### config.mk
export PLATFORM = sky130hd
export DESIGN_NAME = cfas_core
export DESIGN_NICKNAME = d
export VERILOG_FILES = /design/src/cfas_pkg.sv /design/src/cfas_core.sv
export VERILOG_INCLUDE_DIRS = /design/src
export SDC_FILE = /design/constraint.sdc
export NUM_CORES = 1
export LEC_CHECK = 0
export ABC_AREA = 1
export BUFFER_PORTS_ARGS = -buffer_cell sky130_fd_sc_hd__buf_4
export CORE_ASPECT_RATIO = 2
export CORE_MARGIN = 5
export CORE_UTILIZATION = 60
export CTS_CLUSTER_DIAMETER = 80
export DETAILED_ROUTE_END_ITERATION = 6
export GPL_ROUTABILITY_DRIVEN = 0
export PLACE_DENSITY = 0.95
export SKIP_LAST_GASP = 1
export SYNTH_ARGS = -nofsm -noshare
export SYNTH_HDL_FRONTEND = slang
export SYNTH_SLANG_ARGS = --single-unit
export TNS_END_PERCENT = 20
### constraint.sdc
create_clock -name i_ref_clk -period 5.15 [get_ports i_ref_clk]
set_input_delay 1.03 -clock i_ref_clk [delete_from_list [all_inputs] [get_ports i_ref_clk]]
set_output_delay 1.03 -clock i_ref_clk [all_outputs]
set_load 0.1 [all_outputs]
### src/cfas_consts.svh
// Purpose: Constants for the carry flag arithmetic and skip block.
// Assumes: One clock domain; opcodes arrive one per request.
// Notes: Opcode values, field widths and program counter steps.
// What this block does
// - Add with carry sums memory, accumulator and flag to 8 bits; flag gets the carry out.
// - Only shift, add and subtract instructions may change the carry flag; others keep it.
// - Opcodes 74 and 7C add in the carry flag, while F4 and FC ignore it.
// - After every add opcode the carry flag shows whether bit 7 carried out.
// - Subtraction inverts the subtrahend and adds it plus one to the minuend.
// - Opcodes 75, 7D, 77 and 7F take the carry flag as borrow-in, where 0 takes one off.
// - Opcodes F5, FD, F7 and FF ignore the carry flag held before them.
// - After every subtract opcode the flag is 1 for no borrow and 0 for a borrow.
// - The reverse subtract leaves memory byte minus accumulator in the accumulator.
// - The reverse subtract with borrow adds the flag as carry-in and sets it on no borrow.
// - Opcode 38 steps over the one byte after it.
// - The never-taken short branch is the same opcode 38 and never loads its target.
// - Opcode C8 steps over the two bytes after it.
// - The never-taken long branch shares opcode C8 and never takes its address.
// - The long skip on carry steps over two bytes when the flag is 1, else falls through.
// - The plain add keeps an 8-bit sum and sets the flag on a carry out of bit 7.
`ifndef CFAS_CONSTS_SVH
`define CFAS_CONSTS_SVH
`define CFAS_DATA_W      8
`define CFAS_PC_W        16
`define CFAS_OP_ADD      8'hf4
`define CFAS_OP_ADDI     8'hfc
`define CFAS_OP_ADC      8'h74
`define CFAS_OP_ADCI     8'h7c
`define CFAS_OP_RSUB     8'hf5
`define CFAS_OP_RSUBI    8'hfd
`define CFAS_OP_RSUBB    8'h75
`define CFAS_OP_RSUBBI   8'h7d
`define CFAS_OP_SUBM     8'hf7
`define CFAS_OP_SUBMI    8'hff
`define CFAS_OP_SUBMB    8'h77
`define CFAS_OP_SUBMBI   8'h7f
`define CFAS_OP_SKIP1    8'h38
`define CFAS_OP_SKIP2    8'hc8
`define CFAS_OP_SKIPC    8'hcf
`define CFAS_STEP_ONE    16'h0001
`define CFAS_STEP_IMM    16'h0002
`define CFAS_STEP_SKIP2  16'h0003
`define CFAS_ACC_RST     8'h00
`define CFAS_PC_RST      16'h0000
`endif

### src/cfas_pkg.sv
// Purpose: Types shared by the carry flag arithmetic and skip block.
// Assumes: Constants come from cfas_consts.svh.
// Notes: Operation classes and the registered state of the block.
package cfas_pkg;
    // Operation class decoded from an opcode.
    typedef enum logic [2:0] {
        CFAS_ADD,
        CFAS_RSUB,
        CFAS_SUBM,
        CFAS_SKIP1,
        CFAS_SKIP2,
        CFAS_SKIPC,
        CFAS_OTHER
    } cfas_class_t;

    // Whole registered state of the block.
    typedef struct packed {
        logic [7:0]  acc;
        logic        carry_flag;
        logic [15:0] pc;
        logic        done;
    } cfas_state_t;
endpackage : cfas_pkg

### src/cfas_core.sv
// Purpose: Carry flag add and subtract datapath with skip handling.
// Assumes: One opcode per request; the operand byte is valid with it.
// Notes: Results and the new program counter appear one cycle later.
`include "cfas_consts.svh"
`timescale 1ns/1ps
module cfas_core (
    // Clock and reset.
    input  wire logic                    i_ref_clk,
    input  wire logic                    i_rstn,
    // Instruction request.
    input  wire logic                    i_valid,
    input  wire logic [`CFAS_DATA_W-1:0] i_opcode,
    input  wire logic [`CFAS_DATA_W-1:0] i_mem_data,
    // Loads from the rest of the processor.
    input  wire logic                    i_acc_load,
    input  wire logic [`CFAS_DATA_W-1:0] i_acc_value,
    input  wire logic                    i_pc_load,
    input  wire logic [`CFAS_PC_W-1:0]   i_pc_value,
    // Results.
    output logic      [`CFAS_DATA_W-1:0] o_acc,
    output logic                         o_carry_flag,
    output logic      [`CFAS_PC_W-1:0]   o_pc,
    output logic                         o_done
);
    cfas_pkg::cfas_state_t state_ff;
    cfas_pkg::cfas_state_t nxt_state;

    // Maps an opcode onto its operation class.
    function automatic cfas_pkg::cfas_class_t op_class(input logic [7:0] op);
        case (op)
            `CFAS_OP_ADD, `CFAS_OP_ADDI, `CFAS_OP_ADC, `CFAS_OP_ADCI: begin
                op_class = cfas_pkg::CFAS_ADD;
            end
            `CFAS_OP_RSUB, `CFAS_OP_RSUBI, `CFAS_OP_RSUBB, `CFAS_OP_RSUBBI: begin
                op_class = cfas_pkg::CFAS_RSUB;
            end
            `CFAS_OP_SUBM, `CFAS_OP_SUBMI, `CFAS_OP_SUBMB, `CFAS_OP_SUBMBI: begin
                op_class = cfas_pkg::CFAS_SUBM;
            end
            `CFAS_OP_SKIP1: op_class = cfas_pkg::CFAS_SKIP1;
            `CFAS_OP_SKIP2: op_class = cfas_pkg::CFAS_SKIP2;
            `CFAS_OP_SKIPC: op_class = cfas_pkg::CFAS_SKIPC;
            default:        op_class = cfas_pkg::CFAS_OTHER;
        endcase
    endfunction : op_class

    // Nine-bit sum of two bytes and a carry-in; bit 8 is the carry out.
    function automatic logic [8:0] add9(input logic [7:0] a, input logic [7:0] b,
                                        input logic cin);
        add9 = {1'b0, a} + {1'b0, b} + {8'h00, cin};
    endfunction : add9

    cfas_pkg::cfas_class_t cls;
    logic                  uses_flag;
    logic                  is_imm;
    logic [8:0]            sum;

    // Bit 3 of the opcode marks the immediate forms; bit 7 low means the flag feeds in.
    assign cls       = op_class(i_opcode);
    assign uses_flag = ~i_opcode[7];
    assign is_imm    = i_opcode[3];

    // Datapath: subtracts invert the subtrahend and add one, or the flag when chained.
    always_comb begin
        case (cls)
            cfas_pkg::CFAS_ADD: begin
                sum = add9(state_ff.acc, i_mem_data,
                           uses_flag & state_ff.carry_flag);
            end
            cfas_pkg::CFAS_RSUB: begin
                sum = add9(i_mem_data, ~state_ff.acc,
                           uses_flag ? state_ff.carry_flag : 1'b1);
            end
            cfas_pkg::CFAS_SUBM: begin
                sum = add9(state_ff.acc, ~i_mem_data,
                           uses_flag ? state_ff.carry_flag : 1'b1);
            end
            default: sum = 9'h000;
        endcase
    end

    // Next state; only arithmetic touches the flag, and only arithmetic or an accumulator load the accumulator.
    always_comb begin
        nxt_state      = state_ff;
        nxt_state.done = 1'b0;
        if (i_acc_load) begin
            nxt_state.acc = i_acc_value;
        end
        if (i_pc_load) begin
            nxt_state.pc = i_pc_value;
        end
        if (i_valid) begin
            nxt_state.done = 1'b1;
            case (cls)
                cfas_pkg::CFAS_ADD, cfas_pkg::CFAS_RSUB, cfas_pkg::CFAS_SUBM: begin
                    nxt_state.acc        = sum[7:0];
                    nxt_state.carry_flag = sum[8];
                    nxt_state.pc = state_ff.pc + (is_imm ? `CFAS_STEP_IMM : `CFAS_STEP_ONE);
                end
                cfas_pkg::CFAS_SKIP1: begin
                    nxt_state.pc = state_ff.pc + `CFAS_STEP_IMM;
                end
                cfas_pkg::CFAS_SKIP2: begin
                    nxt_state.pc = state_ff.pc + `CFAS_STEP_SKIP2;
                end
                cfas_pkg::CFAS_SKIPC: begin
                    nxt_state.pc = state_ff.pc + (state_ff.carry_flag ?
                                   `CFAS_STEP_SKIP2 : `CFAS_STEP_ONE);
                end
                default: begin
                    // Flag and accumulator held
                    nxt_state.pc = state_ff.pc + `CFAS_STEP_ONE;
                end
            endcase
        end
    end

    // State register.
    always_ff @(posedge i_ref_clk or negedge i_rstn) begin
        if (!i_rstn) begin
            state_ff <= '{acc: `CFAS_ACC_RST, carry_flag: 1'b0, pc: `CFAS_PC_RST, done: 1'b0};
        end else begin
            state_ff <= nxt_state;
        end
    end

    // Outputs straight from the state register.
    assign o_acc        = state_ff.acc;
    assign o_carry_flag = state_ff.carry_flag;
    assign o_pc         = state_ff.pc;
    assign o_done       = state_ff.done;
endmodule : cfas_core

# == After elaboration in Yosys (flattened, before gate mapping) ==
# Index checks and enable logic that the tools add are counted.
# totals
word_cells,56
out_inout_bits,26
reg_bits,26
inputBits,45
# classes
reduce_logical,7
muxes,10
bitwise,4
n_eq_ne,20
n_addsub,11
# ops
op,count
"equality test 8 bit, second input constant",8
one-hot mux 16 bit (4 select lines),1
"equality test 8 x 7 -> 1 bit, second input constant",6
adder 16 x 2 -> 16 bit,2
"adder 16 x 2 -> 16 bit, second input constant",2
adder 8 x 8 -> 9 bit,3
adder 9 x 1 -> 9 bit,3
one-hot mux 9 bit (3 select lines),1
two-way mux 26 bit,1
one-hot mux 3 bit (6 select lines),1
"adder 16 x 1 -> 16 bit, second input constant",1
two-way mux 16 bit,1
inverter 8 bit,2
OR reduction 4 bit,3
two-way mux 9 bit,1
"equality test 8 x 6 -> 1 bit, second input constant",1
two-way mux 8 bit,1
"equality test 3 x 2 -> 1 bit, second input constant",2
"equality test 3 bit, second input constant",2
two-way mux 2 bit,2
"equality test 3 x 1 -> 1 bit, second input constant",1
logical NOT 3 bit,1
OR reduction 3 bit,1
AND reduction 2 bit,1
other kinds (4),4

# == Depth between registers and ports, before layout ==
# depth
depth_word,7
ltp_mapped,18
depth_no_buf,18

# == Worst setup path after synthesis ==
# Ideal clock, no wire load.
# synth_path
path_kind,input -> register
startpoint,input port i_opcode[5]
endpoint,register state_ff (netlist bit o_pc[14])
path_buffers,0
slack_ps,2341
cell_stages,15
arrival_time_ps,2692
t_required_ps,5033
setup_ps,117
path_cell_list,nand2_2 > nor2_4 > o211ai_2 > or2_1 > nand3b_1 > inv_1 > fa_1 > inv_1 > nand2_1 > o21ai_0 > nand2_1 > nand2_1 > nand2_1 > nand2_1 > nand2_1
# synth_via
elab_chain_cells,7
word_cells_on_any_way,28
cone_classes,eq/ne (20); mux (3); reduce/logical (5)
# synth_rtl
item,line,rtl
"start, declared",cfas_core.sv:12,"input wire logic [`CFAS_DATA_W-1:0] i_opcode,"
equality test 8 bit / equality test 8 x 7 -> 1 bit (equally long branches),cfas_core.sv:30,case (op)
OR reduction 4 bit,cfas_core.sv:30,
one-hot mux 3 bit (6 select lines) *,cfas_core.sv:30,
"equality test 3 x 1 -> 1 bit, or another cell as far along",cfas_core.sv:94,case (cls)
OR reduction 3 bit,cfas_core.sv:94,
one-hot mux 16 bit (4 select lines) *,cfas_core.sv:94,
two-way mux 26 bit *,cfas_core.sv:92,if (i_valid) begin
"end signal, assigned",cfas_core.sv:121,"state_ff <= '{acc: `CFAS_ACC_RST, carry_flag: 1'b0, pc: `CFAS_PC_RST, done: 1'b0};"
"end signal, assigned",cfas_core.sv:123,state_ff <= nxt_state;
"end, declared",cfas_core.sv:25,cfas_pkg::cfas_state_t state_ff;
# Mark *: on every way between the ends. The rest lies on a longest branch, timed or not.
# A chain may end at the register's enable or synchronous reset.

# == Final worst setup path ==
# Same ends and word-level chain as after synthesis.

==> impl_metrics.json <==
{
  "status": "finished clean",
  "grt_pass1_vias": 3482,
  "num_rows": 39,
  "ys_ff_latch": 26,
  "holdCritPathClass": "reg2reg",
  "end_kind": "flop",
  "finalHoldViolCount": 0,
  "synth.most_common_cell": "nand2_1",
  "ys_top_cells_by_area": "nand2_1 (19%), dfrtp_1 (19%), nand3_1 (9.4%), inv_1 (8.9%), ha_1 (8.8%)",
  "post_cts_buffers": 0,
  "place_area_mm2": 0.00393,
  "cts_buffers": 3,
  "worst_ep_required_time_ps": 5310,
  "irDropWorstVdd_mv": 0.293,
  "routed_wl_um": 8980,
  "p_comb_share_pct": 54.2,
  "drive_above_1_share_pct": 16.4,
  "swShare_pct": 50.0,
  "synthTopCellsByCount": "nand2_1 (177), inv_1 (81), nand3_1 (64)",
  "cp_max_fo": 3,
  "vias": 3758,
  "power.internal_uw": 549,
  "path_buf_inv": 3,
  "max_slew_margin_pct": 24.9,
  "clk_path_buf_depth": 2,
  "start_util_pct": 60.8,
  "ys.flop_type": "dfrtp_1",
  "yosysWarnings": 0,
  "cap_violations": 0,
  "area_delta_synth_final_pct": 18.2,
  "min_period_ps": 2780,
  "crit_top_cell": "nand2_1",
  "synth_edf_count": 0,
  "rsz0062_at_grt": "false",
  "ioPinCount": 71,
  "critPathSlowestCell": "fa_1",
  "synth_area_per_cell_um2": 6.23,
  "nets": 687,
  "syn-cell-area_mm2": 0.00341,
  "grt_max_degree": 27,
  "max_clock_freq_ghz": 0.359,
  "core_region_area_mm2": 0.00561,
  "insertion_delay_ps": 260,
  "overflow": 0,
  "p_sw_uw": 548,
  "slew_violations": 0,
  "fill_cells": 485,
  "antenna_found_initial": 0,
  "die_h_um": 117,
  "clockPowerShare_pct": 21.1,
  "die_x_um": 63.3,
  "dp_hpwl_um": 6960,
  "synth_area_leader_cell": "nand2_1",
  "drtPass1Iterations": 5,
  "synthCells": 548,
  "grt_pass1_wl_um": 15100,
  "dieArea_mm2": 0.00739,
  "power_density_mw_per_mm2": 272,
  "port_buffers": 70,
  "synth_nets": 624,
  "clock-skew-final_ps": 1.97,
  "antennaDiodeCount": 0,
  "wire_per_inst_um": 13.4,
  "p_leak_uw": 0.00214,
  "cp.arrival_ps": 2940,
  "p_total_uw": 1100,
  "crit_chain": "buf_4, nand2_2, nor2_4, o211ai_2, or2_1, nand3b_1, inv_1, fa_1, inv_1, nand2_1, o21ai_0, nand2_1, nand2_1, nand2_1, nand2_1, nand2_1",
  "cts_resized": 0,
  "crit_type": "in2reg",
  "drc": 0,
  "period_share_pct": 54.0,
  "cpPeakStageDelay_ps": 430,
  "hold_buffers": 0,
  "setup_viol": 0,
  "tightest_slew_ps": 1120,
  "cts_root_buf": "clkbuf_16",
  "synthArstFlopShare_pct": 100,
  "htreeDepth": 1,
  "yosys.area.top_type_share_pct": 19.5,
  "cts_tree": "built",
  "fin_setup_tns_ps": 0,
  "synth_cell_types": 41,
  "power_frac_seq_pct": 24.7,
  "ys_seq_area_share_pct": 19.1,
  "clkSinkCount": 26,
  "drt_iter0_markers": 321,
  "final_cell_area_mm2": 0.00404,
  "ant_nets": 0,
  "crit_family": "simple AND/OR/NAND/NOR gates",
  "grt_usage_pct": 24.4,
  "start_kind": "input port",
  "path_clk_slew_ps": 70,
  "routed_via_density": 5.60
}
logic make-up (layout without fill, tap and decap cells):
logic type | after synthesis | count (layout) | share of synthesized area (%)
and+or+nand+nor | 322 | 322 | 42.2
buffers and inverters | 97 | 159 | 11.9
AOI/OAI and AO/OA | 61 | 61 | 11.1
adders and majority gates | 31 | 31 | 12.9
DFF | 26 | 26 | 19.1
xor gates and xnor gates | 11 | 11 | 2.82
per-stage QoR:
step | worst slack (ps) | cells | hold slack, ps | util (%)
floorplan | 2340 | 548 | 734 | -
global placement | 2150 | 667 | 507 | 70.0
detailed placement | 2080 | 667 | 524 | 70.0
CTS | 2360 | 671 | 537 | 71.9
global route | 2090 | 671 | 599 | 71.9
finish | 2370 | 671 | 535 | 71.9
layout make-up:
class / count / area (um^2) / area share (%)
clock buffers: 3 / 75.1 / 1.86
clock inverters: 1 / 30.0 / 0.744
inverters: 85 / 322 / 7.97
multi-input cells: 425 / 2360 / 58.4
flip-flops and latches: 26 / 651 / 16.1
well taps: 61 / 76.3 / 1.89
repair buffers: 70 / 526 / 13.0
cell usage in the layout, fill, tap and decap left out, types with 2 or more instances in the layout:
cell type	instances
nand2_4	3
a21oi_1	19
o211ai_1	9
inv_1	81
nor3_1	7
nand2_2	4
ha_1	24
or2_1	3
o21ai_0	20
nand3_2	3
nor2_1	43
inv_2	3
buf_4	70
clkbuf_16	3
fa_1	7
nor2_2	2
a211oi_1	3
dfrtp_1	26
nand3_1	64
xor2_1	10
o21bai_1	3
nand2_1	177
nor2_4	4
nand4_1	7
per-layer routing:
layer  track usage, %  vias up  share of wire, %
met5                0        -                 0
met4             8.18        0               1.8
met3             3.08       19               8.5
met2             40.1      187                48
met1             33.1     1689                42
li1                 -     1863                 -
power groups by stage:
stage	Clock, uW	Combinational (uW)	Sequential [uW]
2_1_floorplan	0	250	471
4_1_cts	235	591	271
6_report	231	594	271
3_5_place_dp	0	586	274
3_3_place_gp	0	580	274
5_1_grt	245	647	276
worst register-to-register path: stages (launching register included):
cell,delay [ps]
dfrtp_1,420
inv_1,80
nand2_1,100
fa_1,420
fa_1,420
nand3_1,110
nand2_1,100
nand2_1,80
o211ai_1,80
nand2_1,70
nand3_1,70
nor2_1,150
nor2_1,50
worst paths after layout:
check                                         startpoint                  endpoint  slack [ps]  cells past startpoint
worst min register to register       o_pc[0]$_DFFE_PN0P_       o_pc[0]$_DFFE_PN0P_         540                      2
worst min-delay path                 o_pc[0]$_DFFE_PN0P_       o_pc[0]$_DFFE_PN0P_         540                      2
worst max-delay path                         i_opcode[5]      o_pc[14]$_DFFE_PN0P_        2370                     16
max in group asynchronous                         i_rstn      o_pc[13]$_DFFE_PN0P_        4200                      1
worst max register to register  o_carry_flag$_DFFE_PN0P_  o_carry_flag$_DFFE_PN0P_        2890                     12
min in group asynchronous                         i_rstn      o_pc[15]$_DFFE_PN0P_         680                      1
sequential cells by signal, summed over array words and instances (netlist names):
register      flops
o_pc             16
o_done            1
o_carry_flag      1
o_acc             8
(Power assumes the default switching activity.)
